==> src/oms_pkg.sv <==
// package of the operational mode sequencer: register map, fields, timing.
// assumes a 100 MHz ref_clk and 32-bit classic wishbone data.
package oms_pkg;

  // ------------------------------------------------------------
  // register map (byte addresses, word aligned)
  // ------------------------------------------------------------
  localparam logic [7:0] OMS_MODE_IDX = 8'h03;
  localparam logic [7:0] OMS_MODE_ADDR = 8'h0c;
  localparam logic [7:0] OMS_STAT_ADDR = 8'h20;
  localparam logic [7:0] OMS_FLAG_ADDR = 8'h24;
  localparam logic [7:0] OMS_IEN_ADDR = 8'h28;

  // ------------------------------------------------------------
  // power_mode_control fields
  // ------------------------------------------------------------
  localparam int OMS_B_SLEEP = 0;
  localparam int OMS_B_STANDBY_REQUEST = 1;
  localparam int OMS_B_UNDERVOLTAGE_DRIVER_PROTECT = 2;
  localparam int OMS_B_OVERVOLTAGE_DRIVER_PROTECT = 3;
  localparam int OMS_B_LPWD = 4;
  localparam int OMS_B_SEAC = 5;
  localparam int OMS_B_CPAC = 6;
  localparam logic [7:0] OMS_MODE_RST = 8'h0c;
  localparam logic [7:0] OMS_MODE_RMASK = 8'h7c;

  // ------------------------------------------------------------
  // flag register fields (write one to clear)
  // ------------------------------------------------------------
  localparam int OMS_F_OV = 0;
  localparam int OMS_F_UV = 1;
  localparam int OMS_F_CP = 2;
  localparam int OMS_F_BUS = 3;
  localparam int OMS_F_WD = 4;
  localparam int OMS_NFLAG = 5;
  localparam logic [4:0] OMS_IEN_RST = 5'h00;

  // ------------------------------------------------------------
  // timing
  // ------------------------------------------------------------
  localparam int OMS_CLK_MHZ = 100;
  localparam int OMS_STEP_NS = 1000;
  localparam int OMS_STEP_CYC = (OMS_STEP_NS * OMS_CLK_MHZ) / 1000;

  typedef enum logic [2:0] {
    OMS_ST_CHECK, OMS_ST_NORMAL, OMS_ST_SLEEP, OMS_ST_STANDBY,
    OMS_ST_WAKE_ANA, OMS_ST_WAKE_CLK, OMS_ST_WAKE_SUP, OMS_ST_LOCKED
  } oms_state_t;

endpackage

==> src/oms_sequencer.sv <==
// operational mode sequencer: normal, sleep and standby control with
// a wishbone slave for the mode register, flags and interrupt enables.
// assumes supply, oscillator, bus and watchdog indications arrive from
// other domains as levels or pulses and are synchronised here.
//
// Summary of operation
// - after reset check supplies, else locked sleep
// - write bit0 one requests sleep
// - write bit1 one requests standby
// - request bits and bit7 read zero
// - both request bits set: whole write ignored
// - sleep: cpu and analog supplies off
// - sleep runs digital logic from slow oscillator
// - failed slow oscillator: sleep request ignored
// - wake: analog up, fast clock, cpu supply
// - recheck supplies before cpu clock, else sleep
// - sleep or standby disables all drivers
// - standby ignored while interrupt line low
// - standby interrupt restores clock, returns normal
// - bus wake detect in low power, flag set
// - lowpower watchdog: standby timeout only wakes
// - lowpower watchdog: sleep timeout wakes; else off
// - bit6 enables pump error flag autoclear
// - bit5 enables supply flag autoclear
// - bit3 overvoltage disables drivers
// - bit2 undervoltage disables drivers
// - interrupt line low on enabled flag
`timescale 1ns/100ps
`default_nettype none

module oms_sequencer
  import oms_pkg::*;
#(
  parameter int STEP_CYC = oms_pkg::OMS_STEP_CYC
) (
  // clock and reset
  input wire logic ref_clk,
  input wire logic rst,
  // classic wishbone slave
  input wire logic wb_cyc_i,
  input wire logic wb_stb_i,
  input wire logic wb_we_i,
  input wire logic [7:0] wb_adr_i,
  input wire logic [3:0] wb_sel_i,
  input wire logic [31:0] wb_dat_i,
  output logic [31:0] wb_dat_o,
  output logic wb_ack_o,
  // supply and clock status (asynchronous levels)
  input wire logic core_supply_ok,
  input wire logic io_supply_ok,
  input wire logic slow_osc_fail,
  input wire logic overvoltage_in,
  input wire logic undervoltage_in,
  input wire logic pump_error_in,
  // wake sources (asynchronous levels)
  input wire logic bus_wakeup_in,
  input wire logic wd_timeout_in,
  // power and clock controls
  output logic cpu_supply_en,
  output logic analog_supply_en,
  output logic slow_clk_sel,
  output logic cpu_clk_en,
  output logic cpu_reset_n,
  output logic bus_wake_det_en,
  output logic lowpower_wd_run,
  output logic watchdog_reset_en,
  output logic driver_allow,
  output logic interrupt_line_n
);
  import oms_pkg::*;

  // ------------------------------------------------------------
  // input synchronisers
  // ------------------------------------------------------------
  localparam int NSYNC = 8;
  logic [NSYNC-1:0] sync1_reg, sync2_reg;
  wire logic [NSYNC-1:0] async_in = {wd_timeout_in, bus_wakeup_in, pump_error_in,
    undervoltage_in, overvoltage_in, slow_osc_fail, io_supply_ok, core_supply_ok};
  always_ff @(posedge ref_clk) begin
    if (rst) begin
      sync1_reg <= 8'h00;
      sync2_reg <= 8'h00;
    end else begin
      sync1_reg <= async_in;
      sync2_reg <= sync1_reg;
    end
  end
  wire logic supplies_ok = sync2_reg[0] & sync2_reg[1];
  wire logic osc_failed = sync2_reg[2];
  wire logic ov_s = sync2_reg[3];
  wire logic uv_s = sync2_reg[4];
  wire logic cp_s = sync2_reg[5];
  wire logic bus_s = sync2_reg[6];
  wire logic wd_s = sync2_reg[7];

  // ------------------------------------------------------------
  // wishbone decode
  // ------------------------------------------------------------
  logic ack_reg;
  logic [31:0] rdata_reg;
  wire logic acc = wb_cyc_i & wb_stb_i & ~ack_reg;
  wire logic wr = acc & wb_we_i & wb_sel_i[0];
  wire logic hit_mode = wb_adr_i == OMS_MODE_ADDR;
  wire logic hit_flag = wb_adr_i == OMS_FLAG_ADDR;
  wire logic hit_ien = wb_adr_i == OMS_IEN_ADDR;
  wire logic [7:0] wbyte = wb_dat_i[7:0];
  wire logic both_req = wbyte[OMS_B_SLEEP] & wbyte[OMS_B_STANDBY_REQUEST];
  wire logic mode_wr = wr & hit_mode & ~both_req;
  wire logic flag_wr = wr & hit_flag;
  wire logic ien_wr = wr & hit_ien;

  // ------------------------------------------------------------
  // mode register, flags, enables
  // ------------------------------------------------------------
  logic [7:0] mode_reg, mode_next;
  logic [OMS_NFLAG-1:0] flag_reg, flag_next, ien_reg;
  oms_state_t state_reg, state_next;
  logic sleep_req_reg, standby_request_req_reg;
  logic wd_prev_reg, bus_prev_reg;

  // ------------------------------------------------------------
  // state decodes shared by the flag, output and request logic
  // ------------------------------------------------------------
  // locked counts as sleep for the outputs but takes no wake-up
  function automatic logic oms_is_sleep(input oms_state_t s);
    return s == OMS_ST_SLEEP || s == OMS_ST_LOCKED;
  endfunction

  function automatic logic oms_is_low(input oms_state_t s);
    return s == OMS_ST_SLEEP || s == OMS_ST_STANDBY;
  endfunction

  wire logic in_low = oms_is_low(state_reg);
  wire logic irq_any = |(flag_reg & ien_reg);
  wire logic wd_rise = wd_s & ~wd_prev_reg;
  wire logic bus_rise = bus_s & ~bus_prev_reg;
  // watchdog only counts in low power when enabled
  wire logic wd_event = wd_rise & (~in_low | mode_reg[OMS_B_LPWD]);

  always_comb begin
    mode_next = mode_reg;
    if (mode_wr) begin
      mode_next = (wbyte & OMS_MODE_RMASK) | (mode_reg & ~OMS_MODE_RMASK);
    end
  end

  // set wins over clear; auto clear only once the condition is gone
  always_comb begin
    flag_next = flag_reg;
    if (flag_wr) begin
      flag_next = flag_reg & ~wbyte[OMS_NFLAG-1:0];
    end
    if (mode_reg[OMS_B_SEAC] && !ov_s) begin
      flag_next[OMS_F_OV] = 1'b0;
    end
    if (mode_reg[OMS_B_SEAC] && !uv_s) begin
      flag_next[OMS_F_UV] = 1'b0;
    end
    if (mode_reg[OMS_B_CPAC] && !cp_s) begin
      flag_next[OMS_F_CP] = 1'b0;
    end
    // the sets come last so a clear in the same cycle never hides an event
    if (ov_s) begin
      flag_next[OMS_F_OV] = 1'b1;
    end
    if (uv_s) begin
      flag_next[OMS_F_UV] = 1'b1;
    end
    if (cp_s) begin
      flag_next[OMS_F_CP] = 1'b1;
    end
    if (bus_rise && in_low) begin
      flag_next[OMS_F_BUS] = 1'b1;
    end
    if (wd_event) begin
      flag_next[OMS_F_WD] = 1'b1;
    end
  end

  // ------------------------------------------------------------
  // step timer paces the wake sequence
  // ------------------------------------------------------------
  logic [15:0] step_reg;
  wire logic step_done = step_reg == 16'h0000;

  // ------------------------------------------------------------
  // mode state machine
  // ------------------------------------------------------------
  wire logic sleep_ok = sleep_req_reg & ~osc_failed;
  wire logic standby_request_ok = standby_request_req_reg & ~irq_any;
  wire logic sleep_wake = bus_rise | (wd_rise & mode_reg[OMS_B_LPWD]);
  wire logic standby_request_wake = irq_any | bus_rise | (wd_rise & mode_reg[OMS_B_LPWD]);

  always_comb begin
    state_next = state_reg;
    case (state_reg)
      OMS_ST_CHECK: begin
        if (step_done) begin
          state_next = supplies_ok ? OMS_ST_NORMAL : OMS_ST_LOCKED;
        end
      end
      OMS_ST_NORMAL: begin
        if (sleep_ok) begin
          state_next = OMS_ST_SLEEP;
        end else if (standby_request_ok) begin
          state_next = OMS_ST_STANDBY;
        end
      end
      OMS_ST_SLEEP: begin
        if (sleep_wake) begin
          state_next = OMS_ST_WAKE_ANA;
        end
      end
      OMS_ST_STANDBY: begin
        if (standby_request_wake) begin
          state_next = OMS_ST_NORMAL;
        end
      end
      // each wake step waits a full step time so the rails can settle
      OMS_ST_WAKE_ANA: begin
        if (step_done) begin
          state_next = OMS_ST_WAKE_CLK;
        end
      end
      OMS_ST_WAKE_CLK: begin
        if (step_done) begin
          state_next = OMS_ST_WAKE_SUP;
        end
      end
      OMS_ST_WAKE_SUP: begin
        if (step_done) begin
          state_next = supplies_ok ? OMS_ST_NORMAL : OMS_ST_SLEEP;
        end
      end
      // only a new reset leaves the lockout; no wake source is honoured
      OMS_ST_LOCKED: begin
        state_next = OMS_ST_LOCKED;
      end
      default: begin
        state_next = OMS_ST_CHECK;
      end
    endcase
  end

  wire logic state_change = state_next != state_reg;
  wire logic st_norm = state_next == OMS_ST_NORMAL;
  wire logic st_sleep = oms_is_sleep(state_next);
  wire logic st_standby_request = state_next == OMS_ST_STANDBY;
  wire logic st_lowp = st_sleep | st_standby_request;
  wire logic st_ana = !st_sleep && state_next != OMS_ST_CHECK;
  wire logic st_slow = st_sleep || state_next == OMS_ST_WAKE_ANA;
  wire logic st_cpus = st_norm || st_standby_request || state_next == OMS_ST_WAKE_SUP ||
    state_next == OMS_ST_CHECK;
  wire logic ov_cut = mode_reg[OMS_B_OVERVOLTAGE_DRIVER_PROTECT] & flag_reg[OMS_F_OV];
  wire logic uv_cut = mode_reg[OMS_B_UNDERVOLTAGE_DRIVER_PROTECT] & flag_reg[OMS_F_UV];
  wire logic drv_ok = st_norm & ~ov_cut & ~uv_cut & ~flag_reg[OMS_F_CP];

  // ------------------------------------------------------------
  // read mux; request bits and bit 7 read zero
  // ------------------------------------------------------------
  wire logic [7:0] stat_byte = {3'h0, osc_failed, supplies_ok, state_reg};
  wire logic [7:0] rbyte =
    hit_mode ? (mode_reg & OMS_MODE_RMASK) :
    hit_flag ? {3'h0, flag_reg} :
    hit_ien ? {3'h0, ien_reg} :
    (wb_adr_i == OMS_STAT_ADDR) ? stat_byte : 8'h00;

  // ------------------------------------------------------------
  // registers
  // ------------------------------------------------------------
  always_ff @(posedge ref_clk) begin
    if (rst) begin
      ack_reg <= 1'b0;
      rdata_reg <= 32'h00000000;
    end else begin
      ack_reg <= acc;
      rdata_reg <= acc ? {24'h000000, rbyte} : 32'h00000000;
    end
  end

  always_ff @(posedge ref_clk) begin
    if (rst) begin
      mode_reg <= OMS_MODE_RST;
      flag_reg <= '0;
      ien_reg <= OMS_IEN_RST;
      wd_prev_reg <= 1'b0;
      bus_prev_reg <= 1'b0;
    end else begin
      mode_reg <= mode_next;
      flag_reg <= flag_next;
      if (ien_wr) begin
        ien_reg <= wbyte[OMS_NFLAG-1:0];
      end
      wd_prev_reg <= wd_s;
      bus_prev_reg <= bus_s;
    end
  end

  // request latches clear when acted upon or when the mode is left
  always_ff @(posedge ref_clk) begin
    if (rst) begin
      sleep_req_reg <= 1'b0;
      standby_request_req_reg <= 1'b0;
    end else begin
      if (mode_wr && wbyte[OMS_B_SLEEP]) begin
        sleep_req_reg <= 1'b1;
      end else if (state_reg != OMS_ST_NORMAL || osc_failed) begin
        sleep_req_reg <= 1'b0;
      end
      if (mode_wr && wbyte[OMS_B_STANDBY_REQUEST]) begin
        standby_request_req_reg <= 1'b1;
      end else if (state_reg != OMS_ST_NORMAL || irq_any) begin
        standby_request_req_reg <= 1'b0;
      end
    end
  end

  always_ff @(posedge ref_clk) begin
    if (rst) begin
      state_reg <= OMS_ST_CHECK;
      step_reg <= 16'(STEP_CYC);
    end else begin
      state_reg <= state_next;
      if (state_change) begin
        step_reg <= 16'(STEP_CYC);
      end else if (!step_done) begin
        step_reg <= step_reg - 16'h0001;
      end
    end
  end

  // outputs all come from flip-flops and follow state_next, so each
  // control changes on the same edge as the state it belongs to.
  // the cpu supply stays on through reset: the start-up check needs
  // the rails up before it can judge them.
  always_ff @(posedge ref_clk) begin
    if (rst) begin
      cpu_supply_en <= 1'b1;
      analog_supply_en <= 1'b0;
      slow_clk_sel <= 1'b0;
      cpu_clk_en <= 1'b0;
      cpu_reset_n <= 1'b0;
      bus_wake_det_en <= 1'b0;
      lowpower_wd_run <= 1'b0;
      watchdog_reset_en <= 1'b0;
      driver_allow <= 1'b0;
      interrupt_line_n <= 1'b1;
    end else begin
      cpu_supply_en <= st_cpus;
      analog_supply_en <= st_ana;
      slow_clk_sel <= st_slow;
      cpu_clk_en <= st_norm;
      cpu_reset_n <= st_norm | st_standby_request;
      bus_wake_det_en <= st_lowp;
      lowpower_wd_run <= st_lowp & mode_reg[OMS_B_LPWD];
      watchdog_reset_en <= st_norm;
      driver_allow <= drv_ok;
      // built from flag_next so the line drops on the edge the flag sets
      interrupt_line_n <= ~|(flag_next & ien_reg);
    end
  end

  assign wb_ack_o = ack_reg;
  assign wb_dat_o = rdata_reg;

endmodule

`default_nettype wire

==> config.mk <==
export PLATFORM = sky130hd
export DESIGN_NAME = oms_sequencer
export DESIGN_NICKNAME = d
export VERILOG_FILES = /design/src/oms_pkg.sv /design/src/oms_sequencer.sv
export SDC_FILE = /design/constraint.sdc
export NUM_CORES = 1
export LEC_CHECK = 0
export BUFFER_PORTS_ARGS = -buffer_cell sky130_fd_sc_hd__buf_2
export CORE_MARGIN = 4
export CORE_UTILIZATION = 33
export DETAILED_ROUTE_END_ITERATION = 8
export GPL_ROUTABILITY_DRIVEN = 0
export GPL_TIMING_DRIVEN = 0
export PLACE_DENSITY = 0.58
export SLEW_MARGIN = 15
export SYNTH_ARGS = -nofsm -noshare
export SYNTH_HDL_FRONTEND = slang
export SYNTH_SLANG_ARGS = --single-unit
==> constraint.sdc <==
create_clock -name ref_clk -period 2 [get_ports ref_clk]
set_clock_uncertainty 0.1 [all_clocks]
set_input_delay 0.2 -clock ref_clk [delete_from_list [all_inputs] [get_ports ref_clk]]
set_output_delay 0.2 -clock ref_clk [all_outputs]
set_load 0.005 [all_outputs]
==> After elaboration in Yosys (flattened, before gate mapping) <==
Cells that the tools add are included.
{ "word_totals": {"out_inout_bits": 43, "register_bits": 99} }
{ "op_classes": {"eq_ne": 19, "muxes": 28, "add_sub_neg": 1, "bitwise_logic": 44, "reduce_logical": 32} }
{ "op_table": {"columns": ["operator", "count"], "rows": [
  ["$mux 3", 9],
  ["$eq 8x6->1 const B", 3],
  ["$pmux 3 s8", 1],
  ["$and 1x1->1", 22],
  ["$eq 3x3->1 const B", 7],
  ["$mux 5", 4],
  ["$logic_not 16->1", 1],
  ["$sub 16x1->16 const B", 1],
  ["$and 5x5->5", 3],
  ["$reduce_or 5->1", 3],
  ["$eq 3x2->1 const B", 4],
  ["$mux 1", 12],
  ["$not 1->1", 11],
  ["$eq 8x4->1 const B", 1],
  ["$logic_or 1x1->1", 8],
  ["$or 7x8->8", 1],
  ["$logic_and 1x1->1", 7],
  ["$mux 7", 1],
  ["$eq 3x1->1 const B", 2],
  ["$logic_not 3->1", 2],
  ["$or 1x1->1", 6],
  ["$logic_not 1->1", 5],
  ["$not 5->5", 1],
  ["$reduce_bool 2->1", 2],
  ["other kinds (6)", 7]
]} }

==> Longest topological paths before layout <==
Gate-level depths: netlist of run 1.
{ "depth": {"ltp_word": 11, "ltp_mapped": 10, "mapped_depth_nobuf": 8} }

==> Least setup slack after synthesis of run 1 <==
OpenSTA, ideal clock, no wires.
{ "synth_path": {"path_kind": "flip-flop to flip-flop", "from": "register step_reg[0]", "to": "register analog_supply_en", "period_less_slack_ns": 2.176, "arrival_ns": 1.961, "setup_time_ns": 0.115, "t_required_ns": 1.785, "path_stages_with_launch": 9, "n_path_buf": 0, "setup_slack_ns": -0.176, "cell_sequence": "dfxtp_1 -> inv_1 -> ha_1 -> nor4b_4 -> and2_1 -> a311oi_1 -> nor3_1 -> or3_1 -> and3_1"} }
{ "synth_between": {"elab_chain_len": 7, "word_cells_on_any_way": 12} }
{ "synth_rtl": {"columns": ["item", "line", "source"], "rows": [
  ["start, declared", "oms_sequencer.sv:183", "logic [15:0] step_reg;"],
  ["start signal, assigned", "oms_sequencer.sv:321", "step_reg <= 16'(STEP_CYC);"],
  ["start signal, assigned", "oms_sequencer.sv:325", "step_reg <= 16'(STEP_CYC);"],
  ["start signal, assigned", "oms_sequencer.sv:327", "step_reg <= step_reg - 16'h0001;"],
  ["$logic_not 16->1 (*)", "oms_sequencer.sv:184", "wire logic step_done = step_reg == 16'h0000;"],
  ["$mux 3, on equally long branches", null, null],
  ["$pmux 3 s8 (*)", "oms_sequencer.sv:196", "case (state_reg)"],
  ["$eq 3x2->1 or $eq 3x3->1 (tied branches)", "oms_sequencer.sv:126", "return s == OMS_ST_SLEEP || s == OMS_ST_LOCKED;"],
  ["$logic_or 1x1->1", "oms_sequencer.sv:126", null],
  ["$logic_not 1->1", "oms_sequencer.sv:250", "wire logic st_ana = !st_sleep && state_next != OMS_ST_CHECK;"],
  ["$logic_and 1x1->1 (*)", "oms_sequencer.sv:250", null],
  ["end signal, assigned", "oms_sequencer.sv:350", "analog_supply_en <= st_ana;"],
  ["end, declared", "oms_sequencer.sv:60", "output logic analog_supply_en,"]
]} }
Mark *: on every way between the ends. The rest lies on a longest branch, timed or not.
A chain may end at the register's enable or synchronous reset.

==> Final worst setup path of run 1 <==
Ends and elaborated chain as after synthesis.

==> results.toml, run 1 <==
[outcome]
status = "finished with violations"
failed_checks = "setup timing"

[logic_synthesis]
ys_ff_latch = 71
synth-edff-count = 0
synthTopCellsByArea = "dfxtp_1, buf_4, nor2_1, mux2i_1, nor2b_1"
ys_types = 60
synth_area_mm2 = 0.00320
avgSynthCellArea_um2 = 9.08
synthTopCellsByCount = "dfxtp_1, nor2_1, buf_4, nand2_1, nor2b_1"
yosys.cell_count.top_type = "dfxtp_1"
yosys.area.top_type = "dfxtp_1"
synth_async_sr_flop_share_pct = 0
ys.flop_type = "dfxtp_1"
synthCells = 352
ys_seq_area_share_pct = 44.5
synth_warnings = 0
netlist.area_leader.share_pct = 44.5

[grt]
grt_pass1_wl_um = 12400
grt_remaining_overflow = 0
grt_max_degree = 13
antenna_found_initial = 0
grt_pass1_vias = 2600
grt.total_usage_pct = 13.8

[routing]
top_layer_used = "met4"
drt_wl_total_um = 7930
vias = 2748
wire_per_inst_um = 13.3
wl_met2_um = 3610
drtAntennaViolNets = 0
route.layer.met1.wl_um = 3660
drc = 0
vias_per_cell = 4.60
dr_wl_met3_um = 518
dr.pass1.iters = 4
dr.first_iter.drc_count = 128

[worst_setup_path]
path_cells = "inv_2 -> ha_4 -> nor4b_4 -> and4_1 -> buf_6 -> nand3b_2 -> a21o_4 -> or3_4 -> and3_4"
critPathSlowestCell = "dfxtp_2"
worstPathRequired_ps = 2140
r2r-end = "analog_supply_en"
cp-end-kind = "flop"
worst-path-buf-inv = 2
crit_fanout = 6
crit_path_start_kind = "flop"
critPathKind = "reg -> reg"
cpLargestDelayFamily = "simple AND/OR/NAND/NOR gates"
worstPathArrival_ps = 2360
reg2regPathDepth = 9
crit_path_max_incr_delay_ps = 330
worstReg2RegStart = "step_reg[0]"
rrSetupSlack_ps = -220

[timing]
fmax_mhz = 450
hold_violations = 0
relSlewSlack_pct = 61.8
setup_tns_ps = -2750
rsz0062_at_grt = "true"
setup_ws_ps = -222
timing.hold.ws_ps = 32.8
slew_viol_final = 0
tightest_slew_ps = 573
finalSetupViolations = 23
fin_crit_sh_pct = 111
min_period_ps = 2220

[cts]
clk_pin_slew_worst_paths_ps = 80
insertion_delay_ps = 340
cts_tree = "built"
clock-sinks = 71
cts_max_level = 3
cts_buffers = 9
cts_root_buf = "clkbuf_8"
clock_path_buffers = 2

[pwr]
ir_drop_v = 0.000289
power.leakage_nw = 1.94
p_per_area_mw_per_mm2 = 638

[place]
pre_cts_ws_ps = -439
placed_cell_area_mm2 = 0.00370
dp_hpwl_um = 5290
port-buffer-count = 44

[layout]
n_fill_cell = 862
largest_reg_flops = 16
layout.nets = 522
antenna_cells = 0
final_util_pct = 48.8
area_growth_syn_to_layout_pct = 42.4
design_area_mm2 = 0.00455
final_layout_size_suffix_gt1_share_pct = 39.1

[die]
fp.coreArea_mm2 = 0.00933
num_rows = 35
die-area_mm2 = 0.0113
initial_core_util_pct = 34.3
die_x_um = 106
die_height_um = 106
ios = 100

[flow_run]
drv_cap = 0

[min_path]
holdPathStages = 3
min_from = "wb_dat_i[4]"
hold_end = "ien_reg[4]"
hp-class = "in -> reg"
-- metal layers --
metal  GRT usage, %  vias up
met5              0        -
met4           6.03        0
met3           3.58        9
met2           21.6       95
met1           17.9     1252
li1               -     1392
-- worst register-to-register path: cells and delay by family (launching register included) --
family	cells	cell delay [ps]
adders and majority gates	1	130
AOI/OAI and AO/OA	1	240
buffers and inverters	2	190
DFF	1	330
and+or+nand+nor	5	1150
-- what timing repair did --
item / in CTS / in global routing
endpoints found under the hold margin: 11 / 0
hold buffers: 11 / 0
setup buffers: 19 / 3
resized for setup: 36 / 43
setup endpoints to repair: 29 / 28
cloned: 0 / 1
pin swaps: 14 / 19
-- logic make-up (layout without fill, tap and decap cells) --
| kind of cell | after synthesis | after routing | share of synthesized area (%) |
|---|---|---|---|
| buffers and inverters | 50 | 142 | 9.32 |
| other | 1 | 25 | 0.117 |
| AOI/OAI and AO/OA | 49 | 49 | 11.0 |
| DFF | 71 | 71 | 44.5 |
| adders and majority gates | 2 | 2 | 0.704 |
| muxes | 15 | 15 | 4.85 |
| and+or+nand+nor | 154 | 154 | 26.8 |
| xor gates and xnor gates | 10 | 10 | 2.74 |
-- power breakdown --
group / total [mW] / internal (mW) / switching (mW)
combinational: 0.284 / 0.157 / 0.128
sequential: 1.48 / 1.45 / 0.0327
clock: 1.14 / 0.605 / 0.532
-- metrics by stage --
step / power, mW / std cells
global route: 3.05 / 597
floorplan: 1.66 / 376
global placement: 1.72 / 549
detailed placement: 1.73 / 549
finish: 2.91 / 597
CTS: 2.91 / 593
-- final cells by class --
| cell class | instances | area (um2) | share of cell area (%) |
|---|---|---|---|
| Timing Repair Buffer | 78 | 554 | 12.2 |
| Clock buffer | 10 | 138 | 3.02 |
| Sequential cell | 71 | 1420 | 31.3 |
| Buffer | 38 | 280 | 6.16 |
| Inverter | 11 | 41.3 | 0.907 |
| Clock inverter | 5 | 57.6 | 1.26 |
| Multi-Input combinational cell | 255 | 1900 | 41.6 |
| Tap cell | 129 | 161 | 3.55 |
-- worst max path at each step --
stage	slack, ps	start	depth (start not counted)	to
5_1_grt	-330	step_reg[0]	9	analog_supply_en
2_1_floorplan	-80	step_reg[1]	9	analog_supply_en
3_5_place_dp	-440	wb_adr_i[1]	7	standby_request_req_reg
4_1_cts	-170	step_reg[0]	9	analog_supply_en
3_3_place_gp	-420	wb_adr_i[1]	7	standby_request_req_reg
6_report	-220	step_reg[0]	9	analog_supply_en
-- placed cells by master (no fill, tap or decap), types with 8 or more instances in the layout --
cell type and n:
inv_1 8, a21oi_1 8, dfxtp_1 69, buf_6 10
conb_1 25, mux2i_1 14, nor2_1 30, nand3_1 11
nand2_1 19, dlygate4sd3_1 11, buf_4 41, clkbuf_8 10
buf_2 45, nor2b_1 21
Power figures use the tool's default switching activity.
==> run 2, diff against run 1 <==
--- a/config.mk
+++ b/config.mk
@@ -6,7 +6,8 @@
 export NUM_CORES = 1
 export LEC_CHECK = 0
 export BUFFER_PORTS_ARGS = -buffer_cell sky130_fd_sc_hd__buf_2
-export CORE_MARGIN = 4
+export CAP_MARGIN = 20
+export CORE_MARGIN = 2
 export CORE_UTILIZATION = 33
 export DETAILED_ROUTE_END_ITERATION = 8
 export GPL_ROUTABILITY_DRIVEN = 0
==> run 2 against run 1 <==
Effect of this change: the run still ends with setup timing left; worst setup slack improved by 34 ps; combinational power fell by 11%; global-route usage rose by 1.3 points; non-clock buffer count fell by 2; core utilization fell by 2.5 points; critical path depth fell by 1; clock-buffer cell count did not move; die area fell by 7.4%; total power fell by 1.1%; cell count fell by 0.17%; hold slack got worse by 8.4 ps; cell area fell by 5.1%; critical path type unchanged; critical endpoint is now step_reg[2]; highest routed layer unchanged.
==> results.toml, run 2 (same netlist as run 1, synthesis figures left out) <==
[cts]
clock-sinks = 71
cts_root_buf = "clkbuf_8"
clock_path_buffers = 2
cts_tree = "built"
clk_pin_slew_worst_paths_ps = 80
insertion_delay_ps = 350
cts_buffers = 9
cts_max_level = 3

[layout]
layout.nets = 520
final_util_pct = 46.3
mostFrequentLayoutCells = "dfxtp_1, buf_2, buf_4"
area_growth_syn_to_layout_pct = 35.2
instances_no_fill = 596
design_area_mm2 = 0.00432
multi_input_area_mm2 = 0.00173
layout_commonest_cell = "dfxtp_1"
final_layout_size_suffix_gt1_share_pct = 33.6
n_fill_cell = 899
largest_reg_flops = 16
antenna_cells = 0
final-seq-area_mm2 = 0.00142

[worst_setup_path]
crit_path_start_kind = "flop"
crit_path_max_incr_delay_ps = 330
critPathKind = "reg -> reg"
worstPathArrival_ps = 2330
critPathLaunch = "state_reg[2]"
path_cells = "buf_2 -> nand2_1 -> and2_1 -> a32oi_4 -> or3_1 -> nand3_2 -> buf_6 -> a211o_1"
worstReg2RegStart = "state_reg[2]"
crit_fanout = 10
cp-end-kind = "flop"
critPathSlowestCell = "dfxtp_1"
worstPathRequired_ps = 2140

[grt]
grt_pass1_wl_um = 12200
antenna_found_initial = 0
grt_max_degree = 14
grt_busiest_layer = "met2"
grtUsageMet1_pct = 20.4
use_met2_pct = 23.1
grt.total_usage_pct = 15.1
grt_remaining_overflow = 0
met3_usage_pct = 3.01
grt_pass1_vias = 2542

[flow_run]
drv_cap = 0

[outcome]
status = "finished with violations"
failed_checks = "setup timing"

[routing]
dr.first_iter.drc_count = 126
drt_wl_total_um = 7440
vias = 2704
vias_per_cell = 4.54
drtAntennaViolNets = 0
wire_per_inst_um = 12.5
drc = 0
dr.pass1.iters = 4

[min_path]
hp-class = "in -> reg"
min_from = "wb_dat_i[4]"

[place]
placed_cells = 549
port-buffer-count = 44
pre_cts_ws_ps = -448
dp_hpwl_um = 5170
placed_cell_area_mm2 = 0.00370

[die]
die-area_mm2 = 0.0105
die_height_um = 102
die_x_um = 102
initial_core_util_pct = 34.3
num_rows = 35
ios = 100
fp.coreArea_mm2 = 0.00933

[timing]
finalSetupViolations = 22
setup_tns_ps = -2350
min_period_ps = 2190
relSlewSlack_pct = 61.7
timing.hold.ws_ps = 24.5
hold_violations = 0
slew_viol_final = 0
fmax_mhz = 457
setup_ws_ps = -188
rsz0062_at_grt = "true"
tightest_slew_ps = 575
fin_crit_sh_pct = 109

[pwr]
power.leakage_nw = 1.89
p_per_area_mw_per_mm2 = 665
ir_drop_v = 0.000296
power_mw = 2.87
## run 2: cell count changes in the layout (fill, tap and decap cells not counted), moves of 4 or more
cell	before	now
nor2_1	30	37
buf_6	10	6
buf_4	41	45
nor2_2	6	2
## run 2: layout make-up
type / count / area share [%]
clock buffers: 10 / 2.95
well taps: 129 / 3.73
clock inverters: 6 / 1.59
inverters: 11 / 0.955
repair buffers: 77 / 11.7
plain buffers: 37 / 6.11
flip-flops and latches: 71 / 32.9
multi-input cells: 255 / 40.0
## run 2: power breakdown
part | switching (mW) | internal (mW)
registers | 0.0317 | 1.45
logic | 0.113 | 0.139
clock network | 0.557 | 0.582
total | 0.702 | 2.17
## run 2: repair_timing
item	in CTS	in global routing
endpoints found under the setup margin	29	28
endpoints found under the hold margin	11	0
pin swaps	14	8
hold buffers	11	0
gates resized for setup	24	10
buffers inserted	17	5
## run 2: path summary, 6_finish.rpt
path,end,slack [ps],cells past startpoint
worst min-delay path,ien_reg[4],20,3
worst max register to register,step_reg[2],-190,8
worst min register to register,sync2_reg[6],340,1
worst max-delay path,step_reg[2],-190,8
## run 2: layer usage
layer | vias to the layer above | share of wire [%]
li1 | 1390 | -
met1 | 1201 | 47
met2 | 103 | 44
met3 | 10 | 7.1
met4 | 0 | 2.0
met5 | - | 0
## run 2: critical path: cells and delay by family, from the launching register on
| family | cells | cell delay [ps] |
|---|---|---|
| and+or+nand+nor | 4 | 740 |
| AOI/OAI and AO/OA | 2 | 510 |
| buffers and inverters | 2 | 400 |
| DFF | 1 | 330 |
==> run 3, diff against run 2 <==
--- a/config.mk
+++ b/config.mk
@@ -8,11 +8,11 @@
 export BUFFER_PORTS_ARGS = -buffer_cell sky130_fd_sc_hd__buf_2
 export CAP_MARGIN = 20
 export CORE_MARGIN = 2
-export CORE_UTILIZATION = 33
+export CORE_UTILIZATION = 46
 export DETAILED_ROUTE_END_ITERATION = 8
 export GPL_ROUTABILITY_DRIVEN = 0
 export GPL_TIMING_DRIVEN = 0
-export PLACE_DENSITY = 0.58
+export PLACE_DENSITY = 0.76
 export SLEW_MARGIN = 15
 export SYNTH_ARGS = -nofsm -noshare
 export SYNTH_HDL_FRONTEND = slang
==> run 3 against run 2 <==
Effect of this change: the run still ends with setup timing left; core utilization increased by 19 points; total power rose by 2.7%; combinational power rose by 15%; hold slack improved by 11 ps; fmax decreased by 2.0%; cell count shrank 7.2%; via count is 6.8% higher; wire length increased by 5.7%; sequential power about the same; cell area increased by 2.7%; critical path depth rose by 1; sequential cell count is the same; critical endpoint is now analog_supply_en.
==> results.toml, run 3 (same netlist as run 1, synthesis figures left out) <==
[outcome]
status = "finished with violations"
failed_checks = "setup timing"

[worst_setup_path]
worstPathRequired_ps = 2150
crit_path_start_kind = "flop"
critPathKind = "reg -> reg"
crit_fanout = 7
cp-end-kind = "flop"
worstPathArrival_ps = 2380

[grt]
grt_pass1_wl_um = 11900
grt_pass1_vias = 2576
antenna_found_initial = 0
grt_max_degree = 14
grt_remaining_overflow = 0
grt.total_usage_pct = 20.4

[routing]
drc = 0
drtAntennaViolNets = 0
vias_per_cell = 5.22
vias = 2889
wire_per_inst_um = 14.2
dr.first_iter.drc_count = 279
drt_wl_total_um = 7860
dr.pass1.iters = 6

[cts]
cts_root_buf = "clkbuf_8"
cts_tree = "built"
cts_buffers = 9
clock-sinks = 71
cts_max_level = 3
clock_path_buffers = 2
clk_pin_slew_worst_paths_ps = 80
insertion_delay_ps = 350

[pwr]
power.leakage_nw = 1.93
ir_drop_v = 0.000443
internal_power_mw = 2.22
power_frac_seq_pct = 50.3
power_mw = 2.95
switchingPower_mw = 0.728
clockPowerShare_pct = 39.9
p_comb_share_pct = 9.8
p_per_area_mw_per_mm2 = 665
p_sw_share_pct = 24.7

[die]
fp.coreArea_mm2 = 0.00676
initial_core_util_pct = 47.3
ios = 100
die_height_um = 87.4
die_x_um = 87.4
num_rows = 30
die-area_mm2 = 0.00763

[place]
dp_hpwl_um = 4930
placed_cell_area_mm2 = 0.00364
port-buffer-count = 44

[timing]
setup_ws_ps = -232
slew_viol_final = 0
relSlewSlack_pct = 61.6
rsz0062_at_grt = "true"
fin_crit_sh_pct = 112
min_period_ps = 2230
hold_violations = 0
tightest_slew_ps = 577
setup_tns_ps = -3550
finalSetupViolations = 25
fmax_mhz = 448

[layout]
design_area_mm2 = 0.00444
largest_reg_flops = 16
antenna_cells = 0
mostFrequentLayoutCells = "dfxtp_1, buf_4, buf_2"
area_growth_syn_to_layout_pct = 38.9
layout.nets = 526
layout_commonest_cell = "dfxtp_1"
final_layout_size_suffix_gt1_share_pct = 38.5

[min_path]
hp-class = "in -> reg"

[flow_run]
drv_cap = 0
run 3: cell types whose count changed in the layout (fill, tap and decap cells not counted), moves of 2 or more:
cell / delta
buf_6: +2
a21oi_1: -3
nor3_1: -3
buf_2: -2
nor2_2: +3
nor3_2: +2
nor2_1: -4
a21oi_2: +3
buf_4: +5
run 3: metrics by stage:
stage | hold WS (ps) | setup slack (ps) | std cells | util (%)
after floorplan | 225 | -79.1 | 376 | -
final | 35.2 | -232 | 553 | 65.7
after global placement | 312 | -355 | 500 | 53.9
after CTS | 11.7 | -162 | 545 | 62.8
after global routing | 15.1 | -311 | 553 | 65.7
after detailed placement | 316 | -414 | 500 | 53.9
run 3: path summary, 6_finish.rpt:
kind	depth (start not counted)	end	from	slack, ps
setup reg to reg	9	analog_supply_en	step_reg[0]	-230
hold / removal	3	ien_reg[4]	wb_dat_i[4]	40
hold reg to reg	1	sync2_reg[5]	sync1_reg[5]	340
setup / recovery	9	analog_supply_en	step_reg[0]	-230
run 3: final cells by class:
type,count,area (um2)
Clock buffer,10,138
Timing Repair Buffer,82,548
Tap cell,80,100
Fill cell,515,2320
Buffer,38,277
Multi-Input combinational cell,255,1840
Sequential cell,71,1430
Clock inverter,6,67.6
Inverter,11,41.3
run 3: worst max-delay path: stages (launching register included):
cell	delay, ps
dfxtp_2	340
inv_2	70
ha_4	130
nor4b_4	280
and4_1	260
buf_6	120
mux2_4	170
nand3_4	110
or3_4	390
and3_4	170
run 3: routing by layer:
metal	up-vias	wire length, um	global-route usage, %
met5	-	0	0
met4	0	139	10.3
met3	16	627	5.59
li1	1412	-	-
met2	133	3650	31.1
met1	1328	3440	26.3
run 3: what timing repair did:
action / in CTS / in global routing
endpoints found under the setup margin: 28 / 27
pin swaps: 13 / 16
hold buffers: 11 / 0
resized for setup: 29 / 35
endpoints found under the hold margin: 11 / 0
buffers inserted: 18 / 9
cloned: 1 / 0
run 3: power by group through the flow:
stage          sequential (mW)  clock, mW  combinational, mW
2_1_floorplan             1.51          0              0.155
3_3_place_gp              1.51          0              0.205
3_5_place_dp              1.52          0              0.211
4_1_cts                   1.48       1.19              0.256
5_1_grt                   1.49       1.26              0.317
6_report                  1.48       1.18              0.291
